<file path="config.mk">
export PLATFORM = sky130hd
export DESIGN_NAME = twmr_core
export DESIGN_NICKNAME = d
export VERILOG_FILES = /design/src/core/twmr_pkg.sv /design/src/core/twmr_core.sv
export SDC_FILE = /design/constraint.sdc
export NUM_CORES = 1
export LEC_CHECK = 0
export ABC_AREA = 1
export BUFFER_PORTS_ARGS = -buffer_cell sky130_fd_sc_hd__buf_2
export CAP_MARGIN = 20
export CORE_ASPECT_RATIO = 0.8
export CORE_MARGIN = 2
export CORE_UTILIZATION = 61
export CTS_CLUSTER_DIAMETER = 120
export DETAILED_ROUTE_END_ITERATION = 12
export PLACE_DENSITY = 0.93
export SYNTH_ARGS = -nofsm -noshare
export SYNTH_HDL_FRONTEND = slang
export SYNTH_SLANG_ARGS = --single-unit
</file>
<file path="constraint.sdc">
create_clock -name clk_sys -period 5.64 [get_ports clk_sys]
set_input_delay 0 -clock clk_sys [delete_from_list [all_inputs] [get_ports clk_sys]]
set_output_delay 0 -clock clk_sys [all_outputs]
set_load 0.02 [all_outputs]
</file>
<file path="src/core/twmr_pkg.sv">
package twmr_pkg;

	// register byte offsets
	localparam logic [4:0] REG_CTRL = 5'h00;
	localparam logic [4:0] REG_STAT = 5'h04;
	localparam logic [4:0] REG_DATA = 5'h08;
	localparam logic [4:0] REG_OWN  = 5'h0C;

	// control register bit positions, and the general call enable bit of the own address register
	localparam int CTL_FLAG = 7;
	localparam int CTL_AEN  = 6;
	localparam int CTL_STA  = 5;
	localparam int CTL_STO  = 4;
	localparam int CTL_WCOL = 3;
	localparam int CTL_EN   = 2;
	localparam int CTL_IE   = 0;
	localparam int OWN_GCE  = 0;

	// status codes
	localparam logic [7:0] ST_START  = 8'h08;
	localparam logic [7:0] ST_RSTART = 8'h10;
	localparam logic [7:0] ST_AW_ACK = 8'h18;
	localparam logic [7:0] ST_AW_NAK = 8'h20;
	localparam logic [7:0] ST_DW_ACK = 8'h28;
	localparam logic [7:0] ST_DW_NAK = 8'h30;
	localparam logic [7:0] ST_ARB    = 8'h38;
	localparam logic [7:0] ST_AR_ACK = 8'h40;
	localparam logic [7:0] ST_AR_NAK = 8'h48;
	localparam logic [7:0] ST_DR_ACK = 8'h50;
	localparam logic [7:0] ST_DR_NAK = 8'h58;
	localparam logic [7:0] ST_SL_OWN = 8'h60;
	localparam logic [7:0] ST_SL_GC  = 8'h70;
	localparam logic [7:0] ST_NONE   = 8'hF8;
	localparam logic [7:0] STAT_MASK = 8'hF8;

	// reset values and timing
	localparam logic [7:0] CTRL_RST   = 8'h00;
	localparam logic [7:0] OWN_RST    = 8'h00;
	localparam logic [7:0] DATA_RST   = 8'hFF;
	localparam logic [7:0] QTR_CYCLES = 8'h02;
	localparam logic [3:0] LAST_BIT   = 4'h8;

	typedef enum logic [6:0] {
		S_IDLE  = 7'h01,
		S_START = 7'h02,
		S_XMIT  = 7'h04,
		S_RECV  = 7'h08,
		S_HOLD  = 7'h10,
		S_STOP  = 7'h20,
		S_SADR  = 7'h40
	} twmr_fsm_t;

	typedef struct packed {
		logic        cyc;
		logic        stb;
		logic        we;
		logic [4:0]  adr;
		logic [3:0]  sel;
		logic [31:0] dat;
	} twmr_wb_req_t;

	typedef struct packed {
		logic        ack;
		logic [31:0] dat;
	} twmr_wb_rsp_t;

	typedef struct packed {
		twmr_fsm_t    fsm;
		logic [1:0]   phase;
		logic [3:0]   bitn;
		logic [7:0]   divcnt;
		logic         tick;
		logic         flag;
		logic         aen;
		logic         sta;
		logic         sto;
		logic         wcol;
		logic         en;
		logic         ie;
		logic [7:0]   code;
		logic [7:0]   data;
		logic [7:0]   own;
		logic [7:0]   shreg;
		logic         owned;
		logic         busy;
		logic         is_addr;
		logic         rw;
		logic         rx_ack;
		logic         scl_oe;
		logic         sda_oe;
		logic         scl_m;
		logic         scl_s;
		logic         scl_p;
		logic         sda_m;
		logic         sda_s;
		logic         sda_p;
		twmr_wb_rsp_t rsp;
	} twmr_state_t;

endpackage

</file>
<file path="src/core/twmr_core.sv">
`timescale 1ns/1ps
`default_nettype none
module twmr_core
#(
	parameter logic [7:0] QTR = twmr_pkg::QTR_CYCLES
)
(
	// system
	input  wire logic                   clk_sys,
	input  wire logic                   sys_rst,
	// register bus
	input  wire twmr_pkg::twmr_wb_req_t wb_req,
	output var  twmr_pkg::twmr_wb_rsp_t wb_rsp,
	// bus clock line
	input  wire logic                   scl_i,
	output logic                        scl_o,
	output logic                        scl_oe,
	// bus data line
	input  wire logic                   sda_i,
	output logic                        sda_o,
	output logic                        sda_oe
);
	import twmr_pkg::*;

	twmr_state_t st_ff;
	twmr_state_t nxt_st;
	logic        clr_flag;
	logic        set_flag;
	logic        step;
	logic        last;
	logic        scl_hi;
	logic        bus_start;
	logic        bus_stop;
	logic [31:0] wd;

	// own address or enabled general call, write direction only
	function automatic logic addr_hit(input logic [7:0] pkt, input logic [7:0] own);
		addr_hit = (~pkt[0] & (pkt[7:1] == own[7:1])) | ((pkt == 8'h00) & own[OWN_GCE]);
	endfunction

	////////////////////////////////////////////////////////////////////////
	// next state
	always_comb
	begin
		nxt_st = st_ff;
		clr_flag = 1'b0;
		set_flag = 1'b0;
		wd = wb_req.dat;

		// two-flop synchronisers, third stage for edge detection
		nxt_st.scl_m = scl_i;
		nxt_st.scl_s = st_ff.scl_m;
		nxt_st.scl_p = st_ff.scl_s;
		nxt_st.sda_m = sda_i;
		nxt_st.sda_s = st_ff.sda_m;
		nxt_st.sda_p = st_ff.sda_s;

		// quarter-bit enable pulse
		nxt_st.tick = 1'b0;
		if (st_ff.divcnt >= QTR - 8'h01)
		begin
			nxt_st.divcnt = 8'h00;
			nxt_st.tick = 1'b1;
		end
		else
			nxt_st.divcnt = st_ff.divcnt + 8'h01;

		// bus monitor sees every START and STOP, our own included
		scl_hi = st_ff.scl_s & st_ff.scl_p;
		bus_start = scl_hi & st_ff.sda_p & ~st_ff.sda_s;
		bus_stop = scl_hi & ~st_ff.sda_p & st_ff.sda_s;
		if (bus_start)
			nxt_st.busy = 1'b1;
		if (bus_stop)
			nxt_st.busy = 1'b0;

		// wishbone slave: one ack per request, dropped the cycle after
		nxt_st.rsp.ack = 1'b0;
		if (wb_req.cyc & wb_req.stb & ~st_ff.rsp.ack)
		begin
			nxt_st.rsp.ack = 1'b1;
			nxt_st.rsp.dat = 32'h0000_0000;
			case ({wb_req.adr[4:2], 2'b00})
				REG_CTRL:
				begin
					nxt_st.rsp.dat[7:0] = {st_ff.flag, st_ff.aen, st_ff.sta, st_ff.sto,
						st_ff.wcol, st_ff.en, 1'b0, st_ff.ie};
					if (wb_req.we & wb_req.sel[0])
					begin
						clr_flag = wd[CTL_FLAG];
						nxt_st.aen = wd[CTL_AEN];
						nxt_st.sta = wd[CTL_STA];
						nxt_st.sto = wd[CTL_STO];
						nxt_st.en = wd[CTL_EN];
						nxt_st.ie = wd[CTL_IE];
					end
				end
				REG_STAT:
					nxt_st.rsp.dat[7:0] = st_ff.code & STAT_MASK;
				REG_DATA:
				begin
					nxt_st.rsp.dat[7:0] = st_ff.data;
					if (wb_req.we & wb_req.sel[0])
					begin
						// the shifter may be busy, so a write outside the flag is refused
						if (st_ff.flag)
						begin
							nxt_st.data = wd[7:0];
							nxt_st.wcol = 1'b0;
						end
						else
							nxt_st.wcol = 1'b1;
					end
				end
				REG_OWN:
				begin
					nxt_st.rsp.dat[7:0] = st_ff.own;
					if (wb_req.we & wb_req.sel[0])
						nxt_st.own = wd[7:0];
				end
				default:
					nxt_st.rsp.dat = 32'h0000_0000;
			endcase
		end

		// bit engine: phase 2 waits for the line to read high (stretching)
		step = st_ff.tick & ~((st_ff.phase == 2'h2) & ~st_ff.scl_s);
		last = step & (st_ff.phase == 2'h3);
		if (step)
			nxt_st.phase = st_ff.phase + 2'h1;

		unique case (st_ff.fsm)
			S_IDLE:
			begin
				nxt_st.owned = 1'b0;
				nxt_st.sda_oe = 1'b0;
				nxt_st.scl_oe = 1'b0;
				nxt_st.phase = 2'h0;
				// start only on a free, quiet bus
				if (st_ff.sta & ~st_ff.flag & ~st_ff.busy & st_ff.scl_s & st_ff.sda_s)
					nxt_st.fsm = S_START;
				else if (bus_start & st_ff.aen)
				begin
					nxt_st.fsm = S_SADR;
					nxt_st.bitn = 4'h0;
				end
			end
			S_START:
				if (last)
				begin
					nxt_st.code = st_ff.owned ? ST_RSTART : ST_START;
					nxt_st.owned = 1'b1;
					set_flag = 1'b1;
					nxt_st.fsm = S_HOLD;
				end
			S_XMIT:
				if (last)
				begin
					if (st_ff.bitn < LAST_BIT)
					begin
						// released high but read low: another master won
						if (~st_ff.sda_oe & ~st_ff.sda_s)
						begin
							nxt_st.code = ST_ARB;
							nxt_st.owned = 1'b0;
							nxt_st.sda_oe = 1'b0;
							set_flag = 1'b1;
							nxt_st.fsm = S_HOLD;
						end
						else
						begin
							nxt_st.shreg = {st_ff.shreg[6:0], 1'b1};
							nxt_st.bitn = st_ff.bitn + 4'h1;
						end
					end
					else
					begin
						if (!st_ff.is_addr)
							nxt_st.code = st_ff.sda_s ? ST_DW_NAK : ST_DW_ACK;
						else if (st_ff.rw)
							nxt_st.code = st_ff.sda_s ? ST_AR_NAK : ST_AR_ACK;
						else
							nxt_st.code = st_ff.sda_s ? ST_AW_NAK : ST_AW_ACK;
						set_flag = 1'b1;
						nxt_st.fsm = S_HOLD;
					end
				end
			S_RECV:
				if (last)
				begin
					if (st_ff.bitn < LAST_BIT)
					begin
						nxt_st.shreg = {st_ff.shreg[6:0], st_ff.sda_s};
						nxt_st.bitn = st_ff.bitn + 4'h1;
					end
					else if (~st_ff.rx_ack & ~st_ff.sda_s)
					begin
						nxt_st.code = ST_ARB;
						nxt_st.owned = 1'b0;
						set_flag = 1'b1;
						nxt_st.fsm = S_HOLD;
					end
					else
					begin
						nxt_st.data = st_ff.shreg;
						nxt_st.code = st_ff.rx_ack ? ST_DR_ACK : ST_DR_NAK;
						set_flag = 1'b1;
						nxt_st.fsm = S_HOLD;
					end
				end
			S_HOLD:
				// next action is chosen from the status once the flag is cleared
				if (~st_ff.flag)
				begin
					nxt_st.phase = 2'h0;
					nxt_st.bitn = 4'h0;
					unique case (st_ff.code)
						ST_START, ST_RSTART:
						begin
							nxt_st.shreg = st_ff.data;
							nxt_st.rw = st_ff.data[0];
							nxt_st.is_addr = 1'b1;
							nxt_st.fsm = S_XMIT;
						end
						ST_AR_ACK, ST_DR_ACK:
						begin
							nxt_st.rx_ack = st_ff.aen;
							nxt_st.fsm = S_RECV;
						end
						ST_AW_ACK, ST_AW_NAK, ST_DW_ACK, ST_DW_NAK, ST_AR_NAK, ST_DR_NAK:
							if (st_ff.sto)
								nxt_st.fsm = S_STOP;
							else if (st_ff.sta)
								nxt_st.fsm = S_START;
							else if (st_ff.code == ST_AR_NAK || st_ff.code == ST_DR_NAK)
								nxt_st.fsm = S_IDLE;
							else
							begin
								nxt_st.shreg = st_ff.data;
								nxt_st.is_addr = 1'b0;
								nxt_st.fsm = S_XMIT;
							end
						default:
						begin
							nxt_st.code = ST_NONE;
							nxt_st.fsm = S_IDLE;
						end
					endcase
				end
			S_STOP:
				if (last)
				begin
					nxt_st.sto = 1'b0;
					nxt_st.owned = 1'b0;
					nxt_st.code = ST_NONE;
					nxt_st.fsm = S_IDLE;
				end
			S_SADR:
			begin
				nxt_st.scl_oe = 1'b0;
				if (bus_stop)
					nxt_st.fsm = S_IDLE;
				else if (st_ff.scl_s & ~st_ff.scl_p & (st_ff.bitn < LAST_BIT))
				begin
					nxt_st.shreg = {st_ff.shreg[6:0], st_ff.sda_s};
					nxt_st.bitn = st_ff.bitn + 4'h1;
				end
				else if (~st_ff.scl_s & st_ff.scl_p & (st_ff.bitn == LAST_BIT))
				begin
					if (addr_hit(st_ff.shreg, st_ff.own) & st_ff.aen)
					begin
						nxt_st.sda_oe = 1'b1;
						nxt_st.bitn = st_ff.bitn + 4'h1;
					end
					else
						nxt_st.fsm = S_IDLE;
				end
				else if (~st_ff.scl_s & st_ff.scl_p & (st_ff.bitn > LAST_BIT))
				begin
					nxt_st.sda_oe = 1'b0;
					nxt_st.code = (st_ff.shreg == 8'h00) ? ST_SL_GC : ST_SL_OWN;
					set_flag = 1'b1;
					nxt_st.fsm = S_HOLD;
				end
			end
			default:
				nxt_st.fsm = S_IDLE;
		endcase

		// line drive follows the next state and phase
		unique case (nxt_st.fsm)
			S_START:
			begin
				nxt_st.scl_oe = (nxt_st.phase == 2'h0) & nxt_st.owned;
				nxt_st.sda_oe = nxt_st.phase[1];
			end
			S_XMIT:
			begin
				nxt_st.scl_oe = ~nxt_st.phase[1];
				nxt_st.sda_oe = (nxt_st.bitn < LAST_BIT) & ~nxt_st.shreg[7];
			end
			S_RECV:
			begin
				nxt_st.scl_oe = ~nxt_st.phase[1];
				nxt_st.sda_oe = (nxt_st.bitn == LAST_BIT) & nxt_st.rx_ack;
			end
			S_STOP:
			begin
				nxt_st.scl_oe = (nxt_st.phase == 2'h0);
				nxt_st.sda_oe = (nxt_st.phase != 2'h3);
			end
			S_HOLD:
				nxt_st.scl_oe = 1'b1;
			default:
				nxt_st.scl_oe = nxt_st.scl_oe;
		endcase

		// hardware set wins over a clear in the same cycle
		nxt_st.flag = (st_ff.flag & ~clr_flag) | set_flag;

		// disabled: release both lines and forget the bus
		if (~nxt_st.en)
		begin
			nxt_st.fsm = S_IDLE;
			nxt_st.scl_oe = 1'b0;
			nxt_st.sda_oe = 1'b0;
			nxt_st.owned = 1'b0;
			nxt_st.busy = 1'b0;
			nxt_st.code = ST_NONE;
		end
	end

	////////////////////////////////////////////////////////////////////////
	// state register, synchronous reset
	always_ff @(posedge clk_sys)
	begin
		if (sys_rst)
		begin
			st_ff <= '0;
			st_ff.fsm <= S_IDLE;
			st_ff.code <= ST_NONE;
			st_ff.data <= DATA_RST;
			st_ff.own <= OWN_RST;
			{st_ff.flag, st_ff.aen, st_ff.sta, st_ff.sto, st_ff.wcol, st_ff.en, st_ff.ie} <=
				{CTRL_RST[7:2], CTRL_RST[0]};
			// idle bus reads high; avoids a false edge after reset
			{st_ff.scl_m, st_ff.scl_s, st_ff.scl_p} <= 3'h7;
			{st_ff.sda_m, st_ff.sda_s, st_ff.sda_p} <= 3'h7;
		end
		else
			st_ff <= nxt_st;
	end

	////////////////////////////////////////////////////////////////////////
	// outputs, open-drain lines only ever pull low
	assign wb_rsp = st_ff.rsp;
	assign scl_oe = st_ff.scl_oe;
	assign sda_oe = st_ff.sda_oe;
	assign scl_o = 1'b0;
	assign sda_o = 1'b0;

endmodule
`default_nettype wire

</file>
==> flow_metrics.tcl <==
set metrics [dict create \
    status "complete, no violations" \
    clkTransAtPathRegs_ns 0.09 \
    hpwl_um 9450 \
    antenna_found_initial 0 \
    start_util_pct 63.4 \
    yosysSeqAreaShare_pct 33.8 \
    cts_buffer_depth 2 \
    maxSlewViolCount 0 \
    fin_area_um2 5100 \
    gr-total-overflow 0 \
    die_area_um2 8480 \
    nets 764 \
    dr.pass1.iters 7 \
    drt_iter0_drc 442 \
    synth_area_leaders "dfxtp_1 (34%), nand2_1 (11%), inv_1 (7.1%)" \
    max_freq_mhz 404 \
    yosysUniqueCellTypes 50 \
    seqPwrFrac_pct 51.5 \
    synth_top_flop_cell "dfxtp_1" \
    cp.arrival_ns 2.79 \
    yosys.area.top_type_share_pct 33.8 \
    critPathMaxFanout 14 \
    grt_first_pass_wirelength_um 19800 \
    cts_resized 0 \
    num_rows 28 \
    maxCapViolCount 0 \
    power.net_switching_mw 0.275 \
    routedWlPerCell_um 15.5 \
    postSynthAreaPerCell_um2 7.02 \
    rsz0062_at_grt "false" \
    postLayoutCoreUtil_pct 68.3 \
    hold_viol 0 \
    critPathKind "flop to flop" \
    hold_slack_ns 0.0212 \
    grt_max_degree 32 \
    rr_worst_depth 13 \
    viasPerCell 5.72 \
    p_per_area_nw_per_um2 219 \
    gr-usage-all-layers_pct 30.7 \
    pwr-share-clk_pct 42.2 \
    start_kind "flop" \
    startpoint "st_ff[103]" \
    drcViolationCount 0 \
    synth_top_family_by_area "simple AND/OR/NAND/NOR gates" \
    synth-xor-area-share_pct 0.740 \
    fin_crit_ns 2.48 \
    synth_async_sr_flop_share_pct 0 \
    clock_sinks 80 \
    tightest_slew_ns 0.843 \
    synth_edf_count 0 \
    p_int_mw 0.840 \
    die_x_um 102 \
    synth_compound_area_share_pct 19.9 \
    yosys.area_share.simple_pct 27.4 \
    postPlaceCellArea_um2 4790 \
    tns_ns 0 \
    power_leakage_nw 2.26 \
    num_io_pins 85 \
    setup_viol 0 \
    globalplace.congestion 1.02 \
    wl_um 12600 \
    vias 4664 \
    finClkSkew_ns 0.0119 \
    post-route-period-util_pct 43.9 \
    comb_power_share_pct 6.2 \
    portBuffers 29 \
    ir_drop_mv 0.225 \
    p_sw_share_pct 24.7 \
    hold_depth 3 \
    yosys-top-cells-count "nand2_1 (136), inv_1 (90), dfxtp_1 (80)" \
    worstHoldStart "wb_req[4]" \
    synth_largest_area_cell "dfxtp_1" \
    ant_nets 0 \
    cp.required_ns 5.95 \
    fp.coreArea_um2 7460 \
    synth_most_common_cell "nand2_1" \
    grt_pass1_vias 4105 \
    maxSlewHeadroom_pct 43.7 \
    n_fill_cell 666 \
    yosysWarnings 0 \
    reg2reg_from "st_ff[103]" \
    tritoncts "done" \
    clockRootBuffer "clkbuf_8" \
    synthCells 674 \
    hold_class "primary input to flop" \
    htree_levels 3 \
    drive_gt1_share_pct 13.4 \
    synth_seq_cells 80 \
    insertion_delay_ns 0.36 \
    fp.dieH_um 82.8 \
    synth.area.mux_share_pct 0.212 \
    synthAdderAreaFrac_pct 2.64 \
    n_antenna_cell 0 \
    cp-end-kind "flop" \
    area_growth_pct 7.77 \
    cts_buffers 9 \
    syn-cell-area_um2 4730 \
]
## layout by cell type (no fill, tap or decap), types with 3 or more instances in the layout
| cell | n |
|---|---|
| nand2_1 | 136 |
| inv_1 | 90 |
| dfxtp_1 | 80 |
| nor2_1 | 57 |
| o21ai_0 | 45 |
| a21oi_1 | 42 |
| conb_1 | 31 |
| buf_2 | 29 |
| nand3_1 | 22 |
| o211ai_1 | 17 |
| nor3_1 | 13 |
| inv_2 | 12 |
| o22ai_1 | 12 |
| nand4_1 | 10 |
| ha_1 | 10 |
| clkbuf_8 | 9 |
| dlygate4sd3_1 | 9 |
| nor2_4 | 8 |
| a211oi_1 | 7 |
| a221oi_1 | 6 |
| nand2_2 | 5 |
| nor2_2 | 5 |
| o21ai_1 | 5 |
| or2_2 | 4 |
| nand3_2 | 3 |
| a31oi_1 | 3 |
| o21ai_2 | 3 |
| xor2_1 | 3 |
| o221ai_1 | 3 |
## metrics by stage
step                total power [mW]  setup slack (ns)  std cells
global route                    1.15              2.94        815
detailed placement             0.650              3.27        791
global placement               0.649              3.30        791
finish                          1.12              3.16        815
CTS                             1.11              3.24        815
floorplan                      0.647              3.84        704
## per-layer routing
layer | GRT usage, % | routed length (µm) | part of all wire (%) | vias up
met2 | 46.4 | 5370 | 43 | 283
met5 | 0 | 0 | 0 | -
met3 | 7.37 | 1480 | 12 | 27
li1 | - | - | - | 2235
met4 | 8.80 | 195 | 1.5 | 0
met1 | 43.6 | 5580 | 44 | 2119
## kinds of logic after synthesis
kind of cell | Yosys count
fa+ha+maj | 10
mux | 1
simple gates | 273
compound gates | 154
other cells | 1
flops | 80
buf+inv | 151
xor+xnor | 4
## final timing paths
| check | end | slack [ns] |
|---|---|---|
| max | sda_oe | 3.16 |
| min | st_ff[58] | 0.02 |
| max reg2reg | sda_oe | 3.16 |
| min reg2reg | nxt_st[36] | 0.40 |
## worst max-delay path, stage by stage, from the launching register on
cell      delay [ns]
dfxtp_1         0.38
nor2_4          0.17
nand2_4         0.09
nor3_4          0.43
inv_2           0.21
nand3_2         0.17
o211ai_2        0.09
nor2_2          0.12
nand2_2         0.20
a21oi_2         0.22
nand4_1         0.11
nand3_1         0.11
nand2_1         0.06
inv_1           0.07
## layout make-up
class / instances / area, µm² / area share, %
Clock buffer: 9 / 124 / 2.43
Clock inverter: 6 / 92.6 / 1.82
Sequential cell: 80 / 1600 / 31.4
Tap cell: 105 / 131 / 2.58
Multi-Input combinational cell: 473 / 2520 / 49.5
Inverter: 104 / 390 / 7.65
Timing Repair Buffer: 38 / 235 / 4.61
## state kept, by name, summed over array words and instances, names as in the netlist
| signal | count |
|---|---|
| st_ff | 65 |
| sda_oe | 1 |
| nxt_st | 4 |
| scl_oe | 1 |
| wb_rsp | 9 |
## power by group through the flow
stage | Sequential (mW) | Combinational, mW | Clock [mW]
after floorplan | 0.587 | 0.0600 | 0
after global placement | 0.588 | 0.0613 | 0
after detailed placement | 0.588 | 0.0625 | 0
after CTS | 0.575 | 0.0675 | 0.472
after global routing | 0.576 | 0.0762 | 0.496
final | 0.575 | 0.0696 | 0.471
## what timing repair did
| action | 4_1_cts | 5_1_grt |
|---|---|---|
| endpoints found under the hold margin | 14 | 0 |
| setup buffers | 0 | 0 |
| hold buffers | 9 | 0 |
Note: power is estimated with default switching activity, not from simulation.
